==> src/shared/sms_defs.vh <==
`ifndef SMS_DEFS_VH
`define SMS_DEFS_VH

// Register byte offsets
`define SMS_ADDR_CTRL 4'h0
`define SMS_ADDR_DATA 4'h4
`define SMS_ADDR_STATUS 4'h8

// Control register fields
`define SMS_BIT_START 0
`define SMS_BIT_ABORT 1
`define SMS_MODE_LO 2
`define SMS_MODE_HI 3
`define SMS_CLK_LO 4
`define SMS_CLK_HI 6

// Status register fields
`define SMS_STAT_ACTIVE 3
`define SMS_STAT_SHIFT 2
`define SMS_STAT_FILL_HI 4'hF
`define SMS_STAT_FILL_LO 2'h3

// Transfer modes
`define SMS_MODE_TX 2'h0
`define SMS_MODE_RX 2'h1
`define SMS_MODE_TXRX 2'h2

// Clock select and divider
`define SMS_CLK_EXT 3'h7
`define SMS_CLK_RESET 3'h0
`define SMS_DIV_BASE 8'h02
`define SMS_DIV_ONE 8'h01

// Frame constants
`define SMS_LAST_BIT 3'h7
`define SMS_DUMMY_WORD 8'hFF
`define SMS_WORD_RESET 8'h00

`endif

==> src/rtl/sms_shift_engine.v <==
// Decided for this implementation: the address map and the Avalon-MM slave port.
`timescale 1ns/1ps
`include "sms_defs.vh"
// Overview of operation
// - Transmit bits change on falling clock edges; receive bits sampled on rising edges.
// - Two-bit mode field selects transmit, receive or transmit/receive.
// - Start bit set in transmit mode loads buffer into shifter, sent LSB first.
// - Moving the transmit word to the shifter empties the buffer and interrupts.
// - Internal clock transmit: clock stops after 8 bits until buffer written.
// - Output holds previous last bit from flag rising until first falling edge.
// - Start cleared while sending: finish the current word, then clear flag.
// - Abort bit stops the transfer at once and clears the flag.
// - External clock transmit with no new word: send dummy word, then stop.
// - Receive mode shifts input LSB first; after 8 bits buffer it, interrupt.
// - Internal clock receive: clock waits until software reads the buffer.
// - Start cleared while receiving: finish current word into buffer, clear flag.
// - Aborted reception leaves partial data unbuffered and invalid.
// - Mode change discards buffer contents; software ends transfer first.
// - Transmit/receive mode shifts both ways LSB first, buffers word, interrupts.
// - Internal clock transmit/receive waits for a read and a new write.
// - Start cleared in transmit/receive: finish word into buffer, clear flag.
// - After the end the last transmitted bit stays on the output.
// - Clock select 111 takes the external clock pin; others drive it.
// - Read-only status bit shows transfer active: 1 running, 0 done.
module sms_shift_engine (
    // System
    input wire clk,
    input wire rst,
    // Avalon-MM slave
    input wire [3:0] address,
    input wire read,
    input wire write,
    input wire [31:0] writedata,
    input wire [3:0] byteenable,
    output reg [31:0] readdata,
    output reg waitrequest,
    // Serial clock pin
    input wire serialClockIn,
    output reg serialClockOut_q,
    output reg serialClockOe_q,
    // Serial data pins
    output reg serialOutputLine_q,
    input wire serialIn,
    // Word event
    output reg serialInterrupt_q
);

    localparam ST_IDLE = 3'b001;
    localparam ST_RUN = 3'b010;
    localparam ST_WAIT = 3'b100;

    reg [2:0] state_q;
    reg start_q;
    reg [1:0] mode_q;
    reg [2:0] clkSel_q;
    reg [7:0] dataBuf_q;
    reg txLoaded_q;
    reg rxUnread_q;
    reg activeFlag_q;
    reg dummy_q;
    reg [7:0] shift_q;
    reg [2:0] bitCnt_q;
    reg [7:0] divCnt_q;
    reg sckMeta_q;
    reg sckSync_q;
    reg sckPrev_q;
    reg sinMeta_q;
    reg sinSync_q;
    reg [31:0] rdMux;

    // Bus decode; an access acts only at the edge where waitrequest is low
    wire busReq = read | write;
    wire busTake = busReq & ~waitrequest;
    wire wrCtrl = busTake & write & byteenable[0] & (address == `SMS_ADDR_CTRL);
    wire wrData = busTake & write & byteenable[0] & (address == `SMS_ADDR_DATA);
    wire rdData = busTake & read & (address == `SMS_ADDR_DATA);
    wire abortReq = wrCtrl & writedata[`SMS_BIT_ABORT];
    wire [1:0] newMode = writedata[`SMS_MODE_HI:`SMS_MODE_LO];

    // Mode decode
    wire isTx = (mode_q == `SMS_MODE_TX);
    wire isRx = (mode_q == `SMS_MODE_RX);
    wire isTxRx = (mode_q == `SMS_MODE_TXRX);
    wire extClk = (clkSel_q == `SMS_CLK_EXT);
    wire running = (state_q == ST_RUN);

    // Conditions for the next word to go ahead
    wire nextReady = isTx ? txLoaded_q : (isRx ? ~rxUnread_q : (~rxUnread_q & txLoaded_q));
    wire canBegin = start_q & (isRx | ((isTx | isTxRx) & txLoaded_q));

    // Internal clock: half period doubles with each select step
    wire [7:0] halfCnt = `SMS_DIV_BASE << clkSel_q;
    wire divHit = (divCnt_q == (halfCnt - `SMS_DIV_ONE));

    // Serial clock edges, from the divider or from the synchronised pin
    wire intFall = ~extClk & running & divHit & serialClockOut_q;
    wire intRise = ~extClk & running & divHit & ~serialClockOut_q;
    wire extFall = extClk & running & sckPrev_q & ~sckSync_q;
    wire extRise = extClk & running & ~sckPrev_q & sckSync_q;
    wire fallEv = intFall | extFall;
    wire riseEv = intRise | extRise;
    wire lastRise = riseEv & (bitCnt_q == `SMS_LAST_BIT);
    wire [7:0] rxWord = {sinSync_q, shift_q[7:1]};

    // Read data selection; reserved status bits 7:4 and 1:0 read as ones, bits 31:8 as zeros
    always @* begin
        rdMux = 32'h0000_0000;
        case (address)
            `SMS_ADDR_CTRL: begin
                rdMux[`SMS_BIT_START] = start_q;
                rdMux[`SMS_MODE_HI:`SMS_MODE_LO] = mode_q;
                rdMux[`SMS_CLK_HI:`SMS_CLK_LO] = clkSel_q;
            end
            `SMS_ADDR_DATA: begin
                rdMux[7:0] = dataBuf_q;
            end
            `SMS_ADDR_STATUS: begin
                rdMux[7:4] = `SMS_STAT_FILL_HI;
                rdMux[`SMS_STAT_ACTIVE] = activeFlag_q;
                rdMux[`SMS_STAT_SHIFT] = running;
                rdMux[1:0] = `SMS_STAT_FILL_LO;
            end
            default: begin
                rdMux = 32'h0000_0000;
            end
        endcase
    end

    // Avalon slave handshake: one wait cycle, then the access is taken
    always @(posedge clk or posedge rst) begin
        if (rst) begin
            waitrequest <= 1'b1;
            readdata <= 32'h0000_0000;
        end else if (busTake) begin
            waitrequest <= 1'b1;
        end else if (busReq) begin
            waitrequest <= 1'b0;
            readdata <= rdMux;
        end
    end

    // Pin synchronisers; logic looks at the second stage, plus a third clock stage for edges
    always @(posedge clk or posedge rst) begin
        if (rst) begin
            sckMeta_q <= 1'b1;
            sckSync_q <= 1'b1;
            sckPrev_q <= 1'b1;
            sinMeta_q <= 1'b0;
            sinSync_q <= 1'b0;
        end else begin
            sckMeta_q <= serialClockIn;
            sckSync_q <= sckMeta_q;
            sckPrev_q <= sckSync_q;
            sinMeta_q <= serialIn;
            sinSync_q <= sinMeta_q;
        end
    end

    // Control registers, shared buffer and shift engine
    always @(posedge clk or posedge rst) begin
        if (rst) begin
            state_q <= ST_IDLE;
            start_q <= 1'b0;
            mode_q <= `SMS_MODE_TX;
            clkSel_q <= `SMS_CLK_RESET;
            dataBuf_q <= `SMS_WORD_RESET;
            txLoaded_q <= 1'b0;
            rxUnread_q <= 1'b0;
            activeFlag_q <= 1'b0;
            dummy_q <= 1'b0;
            shift_q <= `SMS_WORD_RESET;
            bitCnt_q <= 3'h0;
            divCnt_q <= 8'h00;
            serialClockOut_q <= 1'b1;
            serialClockOe_q <= 1'b0;
            serialOutputLine_q <= 1'b1;
            serialInterrupt_q <= 1'b0;
        end else begin
            serialInterrupt_q <= 1'b0;
            // Pin is driven only while an internal rate is selected
            serialClockOe_q <= ~extClk;
            // Software side of the buffer; later hardware sets win
            if (rdData) begin
                rxUnread_q <= 1'b0;
            end
            if (wrData) begin
                dataBuf_q <= writedata[7:0];
                txLoaded_q <= 1'b1;
            end
            if (wrCtrl) begin
                start_q <= writedata[`SMS_BIT_START] & ~writedata[`SMS_BIT_ABORT];
                mode_q <= newMode;
                clkSel_q <= writedata[`SMS_CLK_HI:`SMS_CLK_LO];
                if (newMode != mode_q) begin
                    // Buffer is not kept across a mode change
                    dataBuf_q <= `SMS_WORD_RESET;
                    txLoaded_q <= 1'b0;
                    rxUnread_q <= 1'b0;
                end
            end
            if (abortReq) begin
                // Partial word is dropped, never reaches the buffer
                state_q <= ST_IDLE;
                activeFlag_q <= 1'b0;
                serialClockOut_q <= 1'b1;
                dummy_q <= 1'b0;
            end else begin
                case (state_q)
                    ST_IDLE: begin
                        if (canBegin) begin
                            state_q <= ST_RUN;
                            activeFlag_q <= 1'b1;
                            bitCnt_q <= 3'h0;
                            divCnt_q <= 8'h00;
                            serialClockOut_q <= 1'b1;
                            dummy_q <= 1'b0;
                            if (~isRx) begin
                                shift_q <= dataBuf_q;
                                // A write in the same cycle keeps the buffer full
                                txLoaded_q <= wrData;
                                serialInterrupt_q <= isTx;
                            end
                        end
                    end
                    ST_RUN: begin
                        // Divider runs only while shifting, so the clock parks high
                        if (~extClk) begin
                            if (divHit) begin
                                divCnt_q <= 8'h00;
                                serialClockOut_q <= ~serialClockOut_q;
                            end else begin
                                divCnt_q <= divCnt_q + `SMS_DIV_ONE;
                            end
                        end
                        // Output only moves on a falling edge, so it keeps the old bit
                        if (fallEv & ~isRx) begin
                            serialOutputLine_q <= shift_q[0];
                        end
                        if (riseEv) begin
                            shift_q <= rxWord;
                            bitCnt_q <= bitCnt_q + 3'h1;
                        end
                        if (lastRise) begin
                            if (~isTx) begin
                                dataBuf_q <= rxWord;
                                rxUnread_q <= 1'b1;
                                serialInterrupt_q <= 1'b1;
                            end
                            if (~start_q | dummy_q) begin
                                // Word is complete; output line left as is
                                state_q <= ST_IDLE;
                                activeFlag_q <= 1'b0;
                                dummy_q <= 1'b0;
                            end else if (extClk & isTx & ~txLoaded_q) begin
                                // Late software: the far clock cannot be held
                                shift_q <= `SMS_DUMMY_WORD;
                                dummy_q <= 1'b1;
                            end else if ((extClk & ~isTx) | (isTx & txLoaded_q)) begin
                                // Loaded transmit word or external clock rolls on; the external case relies on timely software
                                if (~isRx) begin
                                    shift_q <= dataBuf_q;
                                    txLoaded_q <= wrData;
                                    serialInterrupt_q <= 1'b1;
                                end
                            end else begin
                                state_q <= ST_WAIT;
                            end
                        end
                    end
                    ST_WAIT: begin
                        if (~start_q) begin
                            state_q <= ST_IDLE;
                            activeFlag_q <= 1'b0;
                        end else if (nextReady) begin
                            // Clock restarts from high with a fresh divider
                            state_q <= ST_RUN;
                            bitCnt_q <= 3'h0;
                            divCnt_q <= 8'h00;
                            if (~isRx) begin
                                shift_q <= dataBuf_q;
                                txLoaded_q <= wrData;
                                serialInterrupt_q <= isTx;
                            end
                        end
                    end
                    default: begin
                        state_q <= ST_IDLE;
                    end
                endcase
            end
        end
    end

endmodule

==> config.mk <==
export PLATFORM = sky130hd
export DESIGN_NAME = sms_shift_engine
export DESIGN_NICKNAME = d
export VERILOG_FILES = /design/src/rtl/sms_shift_engine.v
export VERILOG_INCLUDE_DIRS = /design/src /design/src/shared
export SDC_FILE = /design/constraint.sdc
export NUM_CORES = 1
export LEC_CHECK = 0
export BUFFER_PORTS_ARGS = -buffer_cell sky130_fd_sc_hd__buf_4
export CORE_AREA = 10 10 103 105
export DETAILED_ROUTE_END_ITERATION = 10
export DIE_AREA = 0 0 113 115
export PLACE_DENSITY = 0.67
export SLEW_MARGIN = 10
export SYNTH_ARGS = -nofsm -noshare
export SYNTH_HDL_FRONTEND = slang
export SYNTH_SLANG_ARGS = --single-unit
==> constraint.sdc <==
create_clock -name clk -period 4.5 [get_ports clk]
set_clock_uncertainty 0.2 [all_clocks]
set_input_delay 0.225 -clock clk [delete_from_list [all_inputs] [get_ports clk]]
set_output_delay 0.225 -clock clk [all_outputs]
set_load 0.01 [all_outputs]
# Word level (Yosys, flattened, before mapping)
# Index checks and enable logic that the tools add are counted.
# totals
regBits,58
in_bits,46
output_inout_bits,37
# op_classes
n_shift,1
n_addsub,3
n_mux,94
eq_ne,26
bitwise_logic,47
n_reduce_logical,15
# ops
cell,n
8-bit 2-to-1 mux,22
8-bit one-hot mux with 3 select lines,2
1-bit 2-to-1 mux,47
3-bit 2-to-1 mux,12
1-bit AND,27
3-bit one-hot mux with 3 select lines,2
5-bit one-hot mux with 3 select lines,1
5-bit AND reduction,3
1-bit inverter,13
"4-bit != test, second input constant",3
1-bit one-hot mux with 3 select lines,4
6-bit AND reduction,2
"3-bit == test, second input constant",3
"3-bit by 2-bit != test with 1-bit output, second input constant",3
"3-bit != test, second input constant",3
"8-bit by 1-bit adder with 8-bit output, second input constant",1
8-bit == test,1
"2-bit != test, second input constant",4
1-bit one-hot mux with 2 select lines,4
4-bit AND reduction,2
"2-bit by 3-bit << shifter with 8-bit output, first input constant",1
"8-bit by 1-bit subtractor with 8-bit output, second input constant",1
1-bit bitwise OR,7
3-bit nonzero test,2
other kinds (16),16

# Longest topological paths before layout
# depth
depth_word,15
ltp_mapped,12
mapped_depth_nobuf,9

# Worst setup path after synthesis
# OpenSTA, ideal clock, no wires.
# synth_path
path_type,flip-flop to flip-flop
startpoint,register clkSel_q[2]
endpoint,register divCnt_q[3]
slack_ns,1.399
required_ns,4.174
arrival_time_ns,2.775
n_path_buf,3
stages_incl_launch_ff,12
setup_ns,0.126
path_cell_list,dfrtp_1 -> buf_2 -> or3_1 -> ha_1 -> buf_2 -> xor2_1 -> a211o_1 -> a21oi_2 -> and3_1 -> buf_4 -> o21ai_0 -> a311o_1
# synth_via
elab_chain_cells,6
word_cells_on_any_way,9
classes_between,add/sub: 1; eq/ne: 3; shift: 1; mux: 3; reduce/logical: 1
# synth_rtl
element,line,source
from (decl),sms_shift_engine.v:55,reg [2:0] clkSel_q;
from (signal assigned),sms_shift_engine.v:165,clkSel_q <= `SMS_CLK_RESET;
from (signal assigned),sms_shift_engine.v:193,clkSel_q <= writedata[`SMS_CLK_HI:`SMS_CLK_LO];
2-bit by 3-bit << shifter with 8-bit output (no line),--,
8-bit by 1-bit subtractor with 8-bit output (no line),--,
8-bit == test,sms_shift_engine.v:93,wire divHit = (divCnt_q == (halfCnt - `SMS_DIV_ONE));
8-bit 2-to-1 mux,sms_shift_engine.v:228,if (divHit) begin
8-bit 2-to-1 mux,sms_shift_engine.v:227,if (~extClk) begin
8-bit one-hot mux with 3 select lines,sms_shift_engine.v:208,case (state_q)
to (signal assigned),sms_shift_engine.v:232,divCnt_q <= divCnt_q + `SMS_DIV_ONE;
to (decl),sms_shift_engine.v:63,reg [7:0] divCnt_q;
# Several ways; a longest one is shown, not always the timed one. The select of a mux whose other input is x is not followed.
# A chain may end at the register's enable or synchronous reset.

# Worst setup path after layout
# layout_path
startpoint,register clkSel_q[2]
endpoint,register shift_q[5]
# layout_via
elab_chain_cells,13
word_cells_on_any_way,24
classes_between,add/sub: 1; eq/ne: 2; shift: 1; mux: 7; bitwise: 13
# layout_rtl
element,line,source
2-bit by 3-bit << shifter with 8-bit output (no line) or 3-bit == test (tied branches),--,
8-bit by 1-bit subtractor with 8-bit output (no line) or 1-bit inverter (tied branches),--,
8-bit == test or 1-bit AND (tied branches),"sms_shift_engine.v:93, sms_shift_engine.v:97",
1-bit AND (2 in a row),sms_shift_engine.v:97,wire intRise = ~extClk & running & divHit & ~serialClockOut_q;
1-bit bitwise OR,sms_shift_engine.v:101,wire riseEv = intRise | extRise;
8-bit 2-to-1 mux,sms_shift_engine.v:239,if (riseEv) begin
8-bit 2-to-1 mux,sms_shift_engine.v:260,if (~isRx) begin
8-bit 2-to-1 mux,sms_shift_engine.v:258,end else if ((extClk & ~isTx) | (isTx & txLoaded_q)) begin
8-bit 2-to-1 mux,sms_shift_engine.v:254,end else if (extClk & isTx & ~txLoaded_q) begin
8-bit 2-to-1 mux,sms_shift_engine.v:249,if (~start_q | dummy_q) begin
8-bit 2-to-1 mux *,sms_shift_engine.v:243,if (lastRise) begin
8-bit one-hot mux with 3 select lines *,sms_shift_engine.v:208,
to (signal assigned),sms_shift_engine.v:240,shift_q <= rxWord;
to (signal assigned),sms_shift_engine.v:256,shift_q <= `SMS_DUMMY_WORD;
to (signal assigned),sms_shift_engine.v:261,shift_q <= dataBuf_q;
to (decl),sms_shift_engine.v:61,reg [7:0] shift_q;
# Every way passes the cells marked *; elsewhere a longest branch is shown, timed or not.

==> results.cfg <==
[run_status]
result_of_the_run = complete, no violations

[global_route]
grt_pass1_wl_mm = 16.7
overflow = 0
first_global_vias = 3345
number_of_antenna_violations_at_the_first_check_in_global_routing = 0
grt_start_max_net_pins = 59
grt_use_total_pct = 15.6

[critical_path]
timing.critical_path.fanout_max = 14
timing.critical_path.required_ns = 4.49
ff2ff_setup_slack_ns = 1.0
critPathMaxStageDelay_ns = 0.56
crit_path_cell_trace = or3_1, ha_1, nor4b_1, a211oi_2, xor2_2, nand4_4, a211oi_2, a222oi_1
cp_data_arrival_time_ns = 3.50
timing.critical_path.to_type = flip-flop
criticalPathCategory = flip-flop to flip-flop
worstRegToRegCells = 8
cpMostUsedCell = a211oi_2
highest_delay_cell_along_the_critical_path = a211oi_2
critPathLaunch = clkSel_q[2]$_DFFE_PP0P_
worst_setup_path_start_kind = flip-flop
terminus_of_the_critical_flop_to_flop_path = shift_q[5]$_DFFE_PP0P_
worst_r2r_startpoint = clkSel_q[2]$_DFFE_PP0P_

[worst_hold_path]
min_to = dataBuf_q[7]$_DFF_PP0_
hold_class = input pin to flip-flop
min_path_cells = 4
min-delay-start = writedata[7]

[finish]
num_antenna_cells = 0
layout.core_utilization_pct = 51.1
finalNetCount = 503
layout_overhead_on_the_synthesized_area_pct = 15.1
drive_gt1_share_pct = 19.2

[pwr]
peak_supply_drop_v = 0.000315
power.static_leakage_uw = 0.00191
power_per_cell_area_mw_per_mm2 = 456

[detailed_routing]
routedWlPerCell_um = 17.9
final_antenna_net_count = 0
drt_first_pass_iters = 6
vias_per_cell = 5.84
drt_drc_violations_left = 0
detailed_route_wire_length_mm = 10.2
detailroute.via_count = 3308
first_iter_violations = 342

[sta]
postLayoutSetupSlackWorst_ns = 0.998
relSlewSlack_pct = 39.9
rsz0062_at_grt = no
slew_viol_final = 0
worstMarginPinSlew_ns = 0.895
report.final.setup_viol = 0
timing_hold_violations_final = 0
finalWorstPathRequiredPeriod_ns = 3.50
min_period_over_period_pct = 77.8
setup_total_neg_slack_ns = 0
achievable-frequency_ghz = 0.286

[die]
die-height_um = 115
placeableCoreArea_mm2 = 0.00855
initial_core_util_pct = 44.4
ioPinCount = 83
placement_rows = 34
die-area_mm2 = 0.0130
fp.dieW_um = 113

[clock_tree]
ctsRootBufferMaster = clkbuf_8
clk_path_buf_depth = 2
insertion_delay_ns = 0.35
tritoncts = yes
cts-htree-levels = 3
cts.reportedPaths.clkPinSlew_ns = 0.07
cts-buffers-inserted = 9
cts_num_sinks = 58
cts_repair_resize_count = 0

[logic_synthesis]
synth.avg_cell_area_um2 = 9.16
synth-seq-cells = 58
async_reset_ff_share_pct = 100
cell_count_after_synthesis = 414
synth.distinct_cells = 67
yosysSeqAreaShare_pct = 38.5
ys.flop_type = dfrtp_1
post_synth_instance_area_mm2 = 0.00379
synth_warnings = 0
number_of_synthesized_flops_with_an_enable_pin = 0

[place]
gp_routability_congestion = 0.908
placement.setup.worst_slack_ns = 1.07
io_buffers = 31
detailed_place_hpwl_mm = 7.09

[job]
max-cap-violations = 0
[flip-flops by register name, summed over array words and instances, names as in the netlist, 2 cells and up]
signal and cells:
shift_q 8, clkSel_q 3, mode_q 2, dataBuf_q 8, divCnt_q 8, bitCnt_q 3, readdata 8, state_q 3
[critical path, delay by kind of cell, from the launching register on]
kind | cells | cell delay (ns)
AO/OA/AOI/OAI | 3 | 0.87
flip-flops | 1 | 0.53
adder cells (fa/ha/maj) | 1 | 0.31
AND/OR/NAND/NOR | 3 | 1.08
XOR/XNOR | 1 | 0.35
[cell families (layout without fill, tap and decap cells)]
| group | count (synthesis) | count (layout) | share of synthesized area, % |
|---|---|---|---|
| fa+ha+maj | 4 | 4 | 1.32 |
| flops | 58 | 58 | 38.5 |
| compound gates | 120 | 120 | 22.5 |
| simple gates | 133 | 133 | 19.0 |
| other cells | 1 | 24 | 0.0989 |
| mux | 24 | 24 | 6.83 |
| buf+inv | 66 | 87 | 9.50 |
| xor+xnor | 8 | 8 | 2.24 |
[layer usage]
layer  GRT usage, %  share of wire [%]  routed length (um)
met1           19.8                 44                4480
met2           24.7                 46                4720
met3           4.43                7.4                 754
met4           6.01                2.0                 201
met5              0                  0                   0
[what timing repair did]
action,in CTS,in global routing
setup endpoints to repair,0,0
hold endpoints to repair,60,0
buffers inserted,0,0
hold buffers,13,0
[cell usage after synthesis, drive strengths merged, types with 3 or more instances]
cell    count  share of area [%]
a211oi      9                2.0
a21o        3               0.59
a21oi      22                3.0
a221oi      6                1.4
a22o        3               0.69
a22oi       4               0.79
a311o       6                1.6
a31oi       4               0.66
and2        6               0.99
and3        9                1.5
buf        32                6.1
clkbuf     13                1.3
dfrtp      51                 34
dfstp       7                4.8
ha          4                1.3
inv        21                2.1
mux2       15                4.5
mux2i       9                2.4
nand2      27                2.7
nand2b      7                1.2
nand3       6               0.79
nand3b      7                1.4
nand4       7                1.6
nor2       28                2.8
nor2b       4               0.66
nor3        7               0.92
nor4       12                2.0
o211ai      4               0.79
o21a        6                1.2
o21ai      29                3.9
or2         3               0.49
xor2        6                1.6
[placed cells by master, fill, tap and decap left out, types with 5 or more instances in the layout]
cell type	count
a211oi_1	7
a21oi_1	21
a221oi_1	6
a311o_1	6
and2_1	6
and3_1	9
buf_4	37
clkbuf_8	10
conb_1	24
dfrtp_1	51
dfstp_2	7
dlygate4sd3_1	13
inv_1	20
mux2_2	15
mux2i_1	9
nand2_1	27
nand2b_1	7
nand3_1	6
nand3b_1	7
nand4_1	6
nor2_1	28
nor3_1	7
nor4_1	11
o21a_1	6
o21ai_0	26
xor2_1	5
[layout make-up]
class	count	area, um^2
clock buffers	11	141
clock inverters	5	77.6
fillers	787	4190
inverters	21	78.8
multi-input cells	313	2060
flip-flops and latches	58	1460
well taps	108	135
repair buffers	50	408
[power breakdown]
| part | internal [uW] | switching [uW] | total (uW) |
|---|---|---|---|
| sequential | 620 | 108 | 728 |
| clock | 325 | 225 | 550 |
| combinational | 303 | 408 | 711 |
[worst max-delay path by stage]
| stage | slack, ns | to | cells past startpoint |
|---|---|---|---|
| finish | 1.0 | shift_q[5]$_DFFE_PP0P_ | 8 |
| global route | 0.85 | shift_q[3]$_DFFE_PP0P_ | 8 |
| CTS | 1.03 | shift_q[3]$_DFFE_PP0P_ | 8 |
| detailed placement | 1.07 | shift_q[3]$_DFFE_PP0P_ | 8 |
| global placement | 1.14 | shift_q[3]$_DFFE_PP0P_ | 8 |
| floorplan | 1.40 | divCnt_q[3]$_DFFE_PP0P_ | 11 |
[metrics by stage]
stage / hold slack, ns / area (um^2) / total power [uW] / instances
2_1_floorplan: 0.0295 / 3880 / 1260 / 437
4_1_cts: 0.0518 / 4370 / 1990 / 566
6_report: 0.0581 / 4370 / 1990 / 566
5_1_grt: 0.0789 / 4370 / 2110 / 566
3_3_place_gp: 0.133 / 4020 / 1410 / 537
3_5_place_dp: 0.135 / 4020 / 1420 / 537
Note: power is estimated with default switching activity, not from simulation.
